==> config.mk <==
export PLATFORM = sky130hd
export DESIGN_NAME = device_health_status_bank
export DESIGN_NICKNAME = d
export VERILOG_FILES = /design/src/design/device_health_status_bank.v
export VERILOG_INCLUDE_DIRS = /design/src /design/src/shared
export SDC_FILE = /design/constraint.sdc
export NUM_CORES = 1
export LEC_CHECK = 0
export BUFFER_PORTS_ARGS = -buffer_cell sky130_fd_sc_hd__buf_2
export CORE_AREA = 2 2 188 190
export CTS_CLUSTER_SIZE = 24
export DETAILED_ROUTE_END_ITERATION = 16
export DIE_AREA = 0 0 190 192
export HOLD_SLACK_MARGIN = 0.12
export PLACE_DENSITY_LB_ADDON = 0.15
export RECOVER_POWER = 25
export SYNTH_ARGS = -nofsm -noshare
export SYNTH_HDL_FRONTEND = slang
export SYNTH_SLANG_ARGS = --single-unit
export TNS_END_PERCENT = 30
==> constraint.sdc <==
create_clock -name aclk -period 3.8 [get_ports aclk]
set_input_delay 0.19 -clock aclk [delete_from_list [all_inputs] [get_ports aclk]]
set_output_delay 0.19 -clock aclk [all_outputs]
set_load 0.01 [all_outputs]
==> src/shared/health_status_defs.vh <==
// Offsets, field positions, reset values and constants of the health status bank
`ifndef HEALTH_STATUS_DEFS_VH
`define HEALTH_STATUS_DEFS_VH

// Register indices; byte address is four times the index
`define IDX_HEALTH        8'h20
`define IDX_HIGH_LIMIT    8'h21
`define IDX_LOW_LIMIT     8'h22
`define IDX_MAP_CHECKSUM  8'h23
`define IDX_DEVICE_CTRL   8'h25
`define IDX_IRQ_STATUS    8'h30
`define IDX_IRQ_MASK      8'h31

// Health register fields
`define HB_DEVICE_OK      7
`define HB_RESTART_SEEN   6
`define HB_TRIM_ERR       5
`define HB_MAP_ERR        4
`define HB_HOST_PORT_ERR  3
`define HB_RANGE_VIOL     2
`define HB_POWERED_DOWN   1
`define HB_CHAN_SLEEP     0

// Device control field
`define CB_FAULT_INJECT   7

// Interrupt status and mask fields
`define IB_OK_LOST        0
`define IB_TRIM_ERR       1
`define IB_MAP_ERR        2
`define IB_HIGH_LIMIT     3
`define IB_LOW_LIMIT      4
`define IRQ_BITS          5

// Reset values
`define RST_HEALTH_LATCH  4'h4
`define RST_HEALTH        8'h40
`define RST_LIMIT_STATUS  8'h00
`define RST_MAP_CHECKSUM  16'h0000
`define RST_DEVICE_CTRL   8'h00
`define RST_IRQ           5'h00

// Checksum polynomial and start value
`define MAP_CRC_POLY      16'h755b
`define MAP_CRC_INIT      16'hffff

// AXI responses
`define RESP_OKAY         2'b00
`define RESP_SLVERR       2'b10

`endif

==> src/design/device_health_status_bank.v <==
// Device health and channel limit status registers behind an AXI4-Lite slave
//
// Design decision made here: the AXI4-Lite slave port.
`include "health_status_defs.vh"
`default_nettype none

module device_health_status_bank #(
  parameter RES_W  = 20,
  parameter N_CHAN = 8
) (
  input  wire                    aclk,
  input  wire                    aresetn,
  input  wire [11:0]             s_axi_awaddr,
  input  wire                    s_axi_awvalid,
  output wire                    s_axi_awready,
  input  wire [31:0]             s_axi_wdata,
  input  wire [3:0]              s_axi_wstrb,
  input  wire                    s_axi_wvalid,
  output wire                    s_axi_wready,
  output reg  [1:0]              s_axi_bresp,
  output reg                     s_axi_bvalid,
  input  wire                    s_axi_bready,
  input  wire [11:0]             s_axi_araddr,
  input  wire                    s_axi_arvalid,
  output wire                    s_axi_arready,
  output reg  [31:0]             s_axi_rdata,
  output reg  [1:0]              s_axi_rresp,
  output reg                     s_axi_rvalid,
  input  wire                    s_axi_rready,
  input  wire                    conv_busy,
  input  wire                    state_corrupt,
  input  wire                    trim_check_fault,
  input  wire [7:0]              host_port_status,
  input  wire [N_CHAN-1:0]       chan_sleep,
  input  wire                    power_down,
  input  wire                    result_valid,
  input  wire [2:0]              result_chan,
  input  wire [RES_W-1:0]        result_value,
  input  wire [N_CHAN*RES_W-1:0] high_limits,
  input  wire [N_CHAN*RES_W-1:0] low_limits,
  input  wire                    map_byte_valid,
  input  wire                    map_byte_first,
  input  wire                    map_byte_last,
  input  wire [7:0]              map_byte,
  output wire                    check_fault_inject,
  output wire                    irq
);

  // One byte into the map checksum, most significant bit first
  function [15:0] crc_byte;
    input [15:0] crc_in;
    input [7:0]  data;
    integer      i;
    reg   [15:0] c;
    reg          fb;
    begin
      c = crc_in;
      for (i = 7; i >= 0; i = i - 1) begin
        fb = c[15] ^ data[i];
        c  = {c[14:0], 1'b0} ^ (fb ? `MAP_CRC_POLY : 16'h0000);
      end
      crc_byte = c;
    end
  endfunction

  // W1C flag update where a set wins over a clear
  function [7:0] w1c;
    input [7:0] cur;
    input [7:0] clr;
    input [7:0] set;
    begin
      w1c = (cur & ~clr) | set;
    end
  endfunction

  reg                 aw_held_q;
  reg  [11:0]         aw_addr_q;
  reg                 w_held_q;
  reg  [31:0]         w_data_q;
  reg  [3:0]          w_strb_q;
  reg                 dev_ok_q;
  reg                 init_done_q;
  reg  [3:0]          health_q;
  reg  [7:0]          high_q;
  reg  [7:0]          low_q;
  reg  [15:0]         checksum_q;
  reg  [7:0]          ctrl_q;
  reg  [`IRQ_BITS-1:0] irq_st_q;
  reg  [`IRQ_BITS-1:0] irq_mask_q;
  reg  [15:0]         crc_q;
  reg                 busy_s1_q;
  reg                 busy_s2_q;
  reg                 busy_s3_q;
  reg                 busy_q;

  wire       wr_go   = aw_held_q && w_held_q && !s_axi_bvalid;
  wire [7:0] wr_idx  = aw_addr_q[9:2];
  wire [7:0] rd_idx  = s_axi_araddr[9:2];
  wire       wr_b0   = wr_go && w_strb_q[0];
  wire [7:0] wclr    = w_data_q[7:0];

  assign s_axi_awready = !aw_held_q;
  assign s_axi_wready  = !w_held_q;
  assign s_axi_arready = !s_axi_rvalid;

  // Busy pin synchroniser; a change counts once stages two and three agree
  always @(posedge aclk) begin
    if (!aresetn) begin
      busy_s1_q <= 1'b0;
      busy_s2_q <= 1'b0;
      busy_s3_q <= 1'b0;
      busy_q    <= 1'b0;
    end else begin
      busy_s1_q <= conv_busy;
      busy_s2_q <= busy_s1_q;
      busy_s3_q <= busy_s2_q;
      if (busy_s2_q == busy_s3_q) begin
        busy_q <= busy_s3_q;
      end
    end
  end

  wire busy_fall = busy_q && (busy_s2_q == busy_s3_q) && !busy_s3_q;

  // Limit comparison for the result of the current channel
  wire [RES_W-1:0] hi_lim = high_limits[result_chan*RES_W +: RES_W];
  wire [RES_W-1:0] lo_lim = low_limits[result_chan*RES_W +: RES_W];
  wire [7:0] chan_bit   = 8'h01 << result_chan;
  wire [7:0] high_set   = (result_valid && result_value > hi_lim) ? chan_bit : 8'h00;
  wire [7:0] low_set    = (result_valid && result_value < lo_lim) ? chan_bit : 8'h00;

  wire inject_hit = ctrl_q[`CB_FAULT_INJECT] && result_valid;
  wire [15:0] crc_next = crc_byte(map_byte_first ? `MAP_CRC_INIT : crc_q, map_byte);
  wire map_mismatch    = map_byte_valid && map_byte_last && (crc_next != checksum_q);
  wire trim_set        = trim_check_fault || inject_hit;
  wire map_set         = map_mismatch || inject_hit;
  wire ok_lost         = dev_ok_q && init_done_q && state_corrupt;

  assign check_fault_inject = ctrl_q[`CB_FAULT_INJECT];

  // Write-one-to-clear strobes, lane 0 only
  wire clr_restart = wr_b0 && wr_idx == `IDX_HEALTH && wclr[`HB_RESTART_SEEN];
  wire clr_trim    = wr_b0 && wr_idx == `IDX_HEALTH && wclr[`HB_TRIM_ERR];
  wire clr_map     = wr_b0 && wr_idx == `IDX_HEALTH && wclr[`HB_MAP_ERR];

  // Limit status clear masks
  wire [7:0] high_clr = (wr_b0 && wr_idx == `IDX_HIGH_LIMIT) ? wclr : 8'h00;
  wire [7:0] low_clr  = (wr_b0 && wr_idx == `IDX_LOW_LIMIT) ? wclr : 8'h00;

  wire [7:0] irq_clr  = (wr_b0 && wr_idx == `IDX_IRQ_STATUS) ? wclr : 8'h00;
  wire [7:0] irq_set  = {3'h0, |low_set, |high_set, map_set, trim_set, ok_lost};
  wire [7:0] irq_st_d = w1c({3'h0, irq_st_q}, irq_clr, irq_set);

  // Next values of the latched health flags
  wire restart_d = health_q[2] && !clr_restart;
  wire trim_d    = (health_q[1] && !clr_trim) || trim_set;
  wire map_d     = (health_q[0] && !clr_map) || map_set;

  // Health register read value
  wire [7:0] health_rd;
  assign health_rd[`HB_DEVICE_OK]     = dev_ok_q;
  assign health_rd[`HB_RESTART_SEEN]  = health_q[2];
  assign health_rd[`HB_TRIM_ERR]      = health_q[1];
  assign health_rd[`HB_MAP_ERR]       = health_q[0];
  assign health_rd[`HB_HOST_PORT_ERR] = |host_port_status;
  assign health_rd[`HB_RANGE_VIOL]    = |(high_q | low_q);
  assign health_rd[`HB_POWERED_DOWN]  = power_down;
  assign health_rd[`HB_CHAN_SLEEP]    = |chan_sleep;

  // Status flags and configuration
  always @(posedge aclk) begin
    if (!aresetn) begin
      dev_ok_q    <= 1'b0;
      init_done_q <= 1'b0;
      health_q    <= `RST_HEALTH_LATCH;
      high_q      <= `RST_LIMIT_STATUS;
      low_q       <= `RST_LIMIT_STATUS;
      checksum_q  <= `RST_MAP_CHECKSUM;
      ctrl_q      <= `RST_DEVICE_CTRL;
      irq_st_q    <= `RST_IRQ;
      irq_mask_q  <= `RST_IRQ;
      crc_q       <= `MAP_CRC_INIT;
    end else begin
      if (busy_fall && !init_done_q) begin
        dev_ok_q    <= 1'b1;
        init_done_q <= 1'b1;
      end else if (ok_lost) begin
        dev_ok_q <= 1'b0;
      end
      if (map_byte_valid) begin
        crc_q <= crc_next;
      end
      health_q[2] <= restart_d;
      health_q[1] <= trim_d;
      health_q[0] <= map_d;
      health_q[3] <= 1'b0;
      high_q <= w1c(high_q, high_clr, high_set);
      low_q  <= w1c(low_q, low_clr, low_set);
      irq_st_q <= irq_st_d[`IRQ_BITS-1:0];
      if (wr_go && wr_idx == `IDX_MAP_CHECKSUM) begin
        if (w_strb_q[0]) begin
          checksum_q[7:0] <= w_data_q[7:0];
        end
        if (w_strb_q[1]) begin
          checksum_q[15:8] <= w_data_q[15:8];
        end
      end
      if (wr_b0 && wr_idx == `IDX_DEVICE_CTRL) begin
        ctrl_q <= w_data_q[7:0];
      end
      if (wr_b0 && wr_idx == `IDX_IRQ_MASK) begin
        irq_mask_q <= w_data_q[`IRQ_BITS-1:0];
      end
    end
  end

  assign irq = |(irq_st_q & irq_mask_q);

  // Address decode for reads and writes
  function known_idx;
    input [7:0] idx;
    begin
      if (idx == `IDX_HEALTH) begin
        known_idx = 1'b1;
      end else if (idx == `IDX_HIGH_LIMIT || idx == `IDX_LOW_LIMIT) begin
        known_idx = 1'b1;
      end else if (idx == `IDX_MAP_CHECKSUM || idx == `IDX_DEVICE_CTRL) begin
        known_idx = 1'b1;
      end else if (idx == `IDX_IRQ_STATUS || idx == `IDX_IRQ_MASK) begin
        known_idx = 1'b1;
      end else begin
        known_idx = 1'b0;
      end
    end
  endfunction

  reg [31:0] rd_val;
  always @* begin
    rd_val = 32'h0000_0000;
    if (rd_idx == `IDX_HEALTH) begin
      rd_val[7:0] = health_rd;
    end else if (rd_idx == `IDX_HIGH_LIMIT) begin
      rd_val[7:0] = high_q;
    end else if (rd_idx == `IDX_LOW_LIMIT) begin
      rd_val[7:0] = low_q;
    end else if (rd_idx == `IDX_MAP_CHECKSUM) begin
      rd_val[15:0] = checksum_q;
    end else if (rd_idx == `IDX_DEVICE_CTRL) begin
      rd_val[7:0] = ctrl_q;
    end else if (rd_idx == `IDX_IRQ_STATUS) begin
      rd_val[`IRQ_BITS-1:0] = irq_st_q;
    end else if (rd_idx == `IDX_IRQ_MASK) begin
      rd_val[`IRQ_BITS-1:0] = irq_mask_q;
    end
  end

  // AXI4-Lite write and read channels
  always @(posedge aclk) begin
    if (!aresetn) begin
      aw_held_q    <= 1'b0;
      aw_addr_q    <= 12'h000;
      w_held_q     <= 1'b0;
      w_data_q     <= 32'h0000_0000;
      w_strb_q     <= 4'h0;
      s_axi_bvalid <= 1'b0;
      s_axi_bresp  <= `RESP_OKAY;
      s_axi_rvalid <= 1'b0;
      s_axi_rresp  <= `RESP_OKAY;
      s_axi_rdata  <= 32'h0000_0000;
    end else begin
      if (s_axi_awvalid && !aw_held_q) begin
        aw_held_q <= 1'b1;
        aw_addr_q <= s_axi_awaddr;
      end
      if (s_axi_wvalid && !w_held_q) begin
        w_held_q <= 1'b1;
        w_data_q <= s_axi_wdata;
        w_strb_q <= s_axi_wstrb;
      end
      if (wr_go) begin
        aw_held_q    <= 1'b0;
        w_held_q     <= 1'b0;
        s_axi_bvalid <= 1'b1;
        s_axi_bresp  <= known_idx(wr_idx) && aw_addr_q[11:10] == 2'b00 ?
                        `RESP_OKAY : `RESP_SLVERR;
      end else if (s_axi_bvalid && s_axi_bready) begin
        s_axi_bvalid <= 1'b0;
      end
      if (s_axi_arvalid && !s_axi_rvalid) begin
        s_axi_rvalid <= 1'b1;
        s_axi_rdata  <= rd_val;
        s_axi_rresp  <= known_idx(rd_idx) && s_axi_araddr[11:10] == 2'b00 ?
                        `RESP_OKAY : `RESP_SLVERR;
      end else if (s_axi_rvalid && s_axi_rready) begin
        s_axi_rvalid <= 1'b0;
      end
    end
  end

endmodule

`default_nettype wire

## Word-level counts from Yosys, hierarchy flattened

Index checks and enable logic that the tools add are counted.

- $mul: 1
- Order comparisons: 2
- Equal/unequal tests: 16
- Shifts and indexed selects: 3
- Mux-type cells: 46
- Bitwise logic cells: 28
- Reductions and logical operators: 66

Operators with widths:

| cell | count |
|---|---|
| $shiftx A160 B9 Y20 | 2 |
| $xor A16 B15 Y16 | 8 |
| $mux W15 | 8 |
| $eq A8 B6 Y1 const B | 14 |
| $mux W8 | 12 |
| $reduce_or A8 Y1 | 5 |
| $logic_and A1 B1 Y1 | 33 |
| $or A8 B8 Y8 | 3 |
| $gt A20 B20 Y1 | 1 |
| $lt A20 B20 Y1 | 1 |
| $mux W5 | 4 |
| $mux W1 | 18 |
| $and A8 B8 Y8 | 2 |
| $mux W16 | 1 |
| $ne A16 B16 Y1 | 1 |
| $not A8 Y8 | 2 |
| $and A5 B5 Y5 | 2 |
| $logic_or A1 B1 Y1 | 10 |
| $logic_not A1 Y1 | 9 |
| $shl A1 B3 Y8 const A | 1 |
| $xor A1 B1 Y1 | 8 |
| $mul A3 B3 Y6 const B | 1 |
| $reduce_bool A2 Y1 | 3 |
| $not A5 Y5 | 1 |
| other kinds (9) | 12 |

- Register bits: 129
- Input bits: 442
- Output and inout bits: 43
- Logic and storage cells: 187

## Longest topological paths before layout

- Depth after elaboration: 29
- Mapped depth: 16

## Worst setup path before layout

OpenSTA, ideal clock, no wires.

- Path type: input port to flip-flop
- Start: in result_chan[0]
- End: reg high_q[0]
- Setup time: 117 ps
- Arrival: 3888 ps
- Data required time: 3683 ps
- Slack: -205 ps
- Stages on the path: 16
- Buffers on the path: 4
- Cells stage by stage: clkbuf_1 > clkbuf_1 > buf_1 > mux4_2 > mux2i_1 > ha_1 > a21o_1 > a21o_1 > a21o_1 > a21o_1 > a21o_1 > a21oi_1 > nor2_1 > o221a_2 > clkbuf_1 > a32o_1

- Word-level cells in the longest chain between the ends: 6
- Elaborated cells on any way between the ends: 7
- Those cells by class: mul (1); order compare (1); shift (2); mux (1); bitwise (1); reduce/logical (1)

RTL lines:

| element | line | source |
|---|---|---|
| start: declaration | device_health_status_bank.v:37 | `input wire [2:0] result_chan,` |
| $mul A3 B3 Y6 | device_health_status_bank.v:126 | `wire [RES_W-1:0] hi_lim = high_limits[result_chan*RES_W +: RES_W];` |
| $shiftx A160 B9 Y20 | device_health_status_bank.v:126 |  |
| $gt A20 B20 Y1 | device_health_status_bank.v:129 | `wire [7:0] high_set = (result_valid && result_value > hi_lim) ? chan_bit : 8'h00;` |
| $logic_and A1 B1 Y1 | device_health_status_bank.v:129 |  |
| $mux W8 * | device_health_status_bank.v:129 |  |
| $or A8 B8 Y8 * | device_health_status_bank.v:72 | `w1c = (cur & ~clr) \| set;` |
| end signal: assignment | device_health_status_bank.v:176 | `` high_q <= `RST_LIMIT_STATUS; `` |
| end signal: assignment | device_health_status_bank.v:197 | `high_q <= w1c(high_q, high_clr, high_set);` |
| end: declaration | device_health_status_bank.v:84 | `reg [7:0] high_q;` |

Mark *: on every way between the ends. The rest lies on a longest branch, timed or not.
A chain may end at the register's enable or synchronous reset.

## Worst setup path after layout

- Start: in result_chan[0]
- End: reg high_q[7]

Same word-level chain as after synthesis.

==> flow_summary_export.csv <==
group,metric,value,unit
critical_path,crit_path_end,"high_q[7]$_SDFF_PN0_",
logic_synthesis,ys.flop_type,"dfxtp_1",
global_route,grt_pass1_wl,57300,µm
layout,final_layout_size_suffix_gt1_frac,0.392,
drt,vias_per_cell,4.96,
logic_synthesis,netlist-cell-type-count,67,
logic_synthesis,yosysMostFrequentCell,"nand2_1",
logic_synthesis,synth.cell_area,0.00977,mm²
placed_design,placed_area,0.0124,mm²
drt,route.detailed.drc,0,
clocking,postCtsResizedCells,0,
global_route,grt_antenna_before_repair,13,
die,initial_core_util,0.285,
clocking,cts.sinks,125,
logic_synthesis,yosys.area.top_type,"dfxtp_1",
critical_path,cp-start-kind,"input pin",
layout,syn2layout_area_growth,36.0,%
die,boundaryPins,485,
clocking,clk_path_buf_depth,2,
clocking,cts_tree,"done",
critical_path,crit_start,"result_chan[0]",
drt,initialDrtViolationCount,630,
critical_path,rr_worst_depth,9,
global_route,grt_use_total,0.213,
logic_synthesis,syn_avg_cell_area,9.77,µm²
status,failed_checks,"capacitance limit, slew limit",
sta,hold_viol_final,0,
critical_path,critPathArrivalTime,3330,ps
sta,rsz0062_at_grt,"no",
sta,relSlewSlack,-0.722,
sta,hold_ws,185,ps
global_route,first_global_vias,9428,
die,die_h,192,µm
sta,period_share,0.784,
layout,nets,1937,
sta,min_period,2980,ps
power,power_density,394,mW/mm²
status,status,"finished, violations left",
power,ir_drop,0.000296,V
critical_path,reg2reg_to,"health_q[0]$_SDFF_PN0_",
logic_synthesis,yosys-top-cells-count,"nand2_1, dfxtp_1, mux4_2, mux2i_1, nor2b_1",
critical_path,critPathMaxFanout,22,
logic_synthesis,yosys_warnings,0,
sta,worst_pin_slew,2580,ps
die,die_w,190,µm
die,rows,68,
logic_synthesis,synthTopCellsByArea,"dfxtp_1, mux4_2, mux2i_1, nand2_1, ha_1",
layout,fin_area,0.0133,mm²
die,coreArea,0.0343,mm²
drt,routed-via-count,9547,
sta,setup_viol,0,
logic_synthesis,yosysSeqAreaShare,0.256,
critical_path,worstPathRequired,4150,ps
drt,routed_wl,40100,µm
logic_synthesis,synthArstFlopShare,0,
logic_synthesis,synth_seq_cells,125,
clocking,clk_pin_slew_worst_paths,60,ps
clocking,cts.htree.levels,4,
global_route,gr-total-overflow,0,
sta,skew,13.0,ps
clocking,worst_skew_pair.late_latency,420,ps
critical_path,ff2ff_setup_slack,870,ps
drt,route.detailed.wl_per_inst,20.9,µm
power,leakage,5.85,nW
logic_synthesis,synth_edf_count,0,
critical_path,path_class,"in -> reg",
clocking,hold_buffers,36,
placed_design,dpl.hpwl,33400,µm
placed_design,place_congestion,0.843,
min_path,hold_class,"in -> reg",
flow_run,drv_cap,2,
sta,report.final.slew_viol_count,126,
critical_path,endpoint_kind,"register",
logic_synthesis,synthDominantCellAreaShare,0.256,
logic_synthesis,syn-instance-count,1000,
clocking,cts_buffers,17,
drt,drt_first_pass_iters,5,
placed_design,portBuffers,444,
clocking,cts-root-buf,"clkbuf_16",
sta,clock.fmax,336,MHz
drt,antenna_left,0,
die,fp.dieArea,0.0365,mm²
global_route,grt_max_degree,74,
critical_path,reg2reg_from,"crc_q[13]$_SDFFE_PN1P_",
clocking,cts_setup_buffers,0,
-- worst min path at each step --
stage | startpoint | to | depth (start not counted)
after floorplan | s_axi_awvalid | aw_held_q$_SDFFE_PP0P_ | 2
after global placement | conv_busy | busy_s1_q$_SDFF_PN0_ | 2
after detailed placement | conv_busy | busy_s1_q$_SDFF_PN0_ | 2
after CTS | s_axi_araddr[10] | s_axi_rresp[1]$_SDFFE_PN0P_ | 4
after global routing | s_axi_araddr[10] | s_axi_rresp[1]$_SDFFE_PN0P_ | 4
final | s_axi_araddr[10] | s_axi_rresp[1]$_SDFFE_PN0P_ | 4
-- report_power, final --
group / total, mW / switching, mW / internal [mW] / leakage (nW)
clock network: 1.46 / 0.633 / 0.826 / 0.243
registers: 1.49 / 0.0852 / 1.41 / 1.02
logic: 2.28 / 1.11 / 1.17 / 4.59
-- registers in the layout, indices dropped and copies added, names as in the netlist, 2 cells and up --
| register | flops |
|---|---|
| checksum_q | 16 |
| crc_q | 16 |
| s_axi_rdata | 16 |
| w_data_q | 16 |
| aw_addr_q | 10 |
| ctrl_q | 8 |
| high_q | 8 |
| low_q | 8 |
| irq_mask_q | 5 |
| irq_st_q | 5 |
| health_q | 3 |
| w_strb_q | 2 |
-- layout make-up --
type,instances,area [µm²]
timing repair buffer,506,2760
sequential,125,2500
fill,3562,21000
multi-input combinational,793,6880
clock buffer,17,425
tap,455,569
clock inverter,13,96.3
inverter,13,48.8
antenna,3,7.51
-- cells in the final DEF, fill, tap and decap left out, drive strengths merged, types with 16 or more instances in the layout --
master and instances:
mux4 80, conb 18, nor2b 48, xnor2 44, buf 443, dfxtp 125, nand2 143, clkbuf 44
dlygate4sd3 36, o21ai 36, mux2i 77, a21oi 28, ha 39, xor2 16, nor2 37, a21boi 37
nor4 16
-- stage by stage --
| stage | cells | worst slack (ps) | util | setup TNS, ps | total power, mW |
|---|---|---|---|---|---|
| finish | 1925 | 821 | 0.387 | 0 | 5.23 |
| global route | 1923 | 475 | 0.387 | 0 | 5.59 |
| CTS | 1922 | 806 | 0.388 | 0 | 5.29 |
| detailed placement | 1856 | 383 | 0.363 | 0 | 3.79 |
| global placement | 1856 | 410 | 0.363 | 0 | 3.78 |
| floorplan | 1017 | -7.52 | - | -45.1 | 3.15 |
-- worst max-delay path: stages --
cell and delay, ps:
buf_6 260, buf_4 410, mux4_2 550, mux2i_1 250, ha_1 170, and4_1 200, nand3_1 140, or3_1 420
o211ai_1 180, o221a_2 370, a32o_1 170
-- metal layers --
metal  GRT usage  share of wire
met1       0.295           0.45
met2       0.334           0.47
met3      0.0468          0.065
met4      0.0549          0.018
met5           0         0.0026
-- kinds of logic (layout without fill, tap and decap cells) --
family / after synthesis / in the layout / synth area share
other: 1 / 21 / 0.000384
flip-flops: 125 / 125 / 0.256
AND/OR/NAND/NOR: 317 / 317 / 0.157
AO/OA/AOI/OAI: 183 / 183 / 0.130
adder cells (fa/ha/maj): 39 / 39 / 0.0499
buffers and inverters: 99 / 549 / 0.0474
XOR/XNOR: 73 / 73 / 0.0891
multiplexers: 163 / 163 / 0.270
No activity file was read; power rests on OpenSTA's default activity.
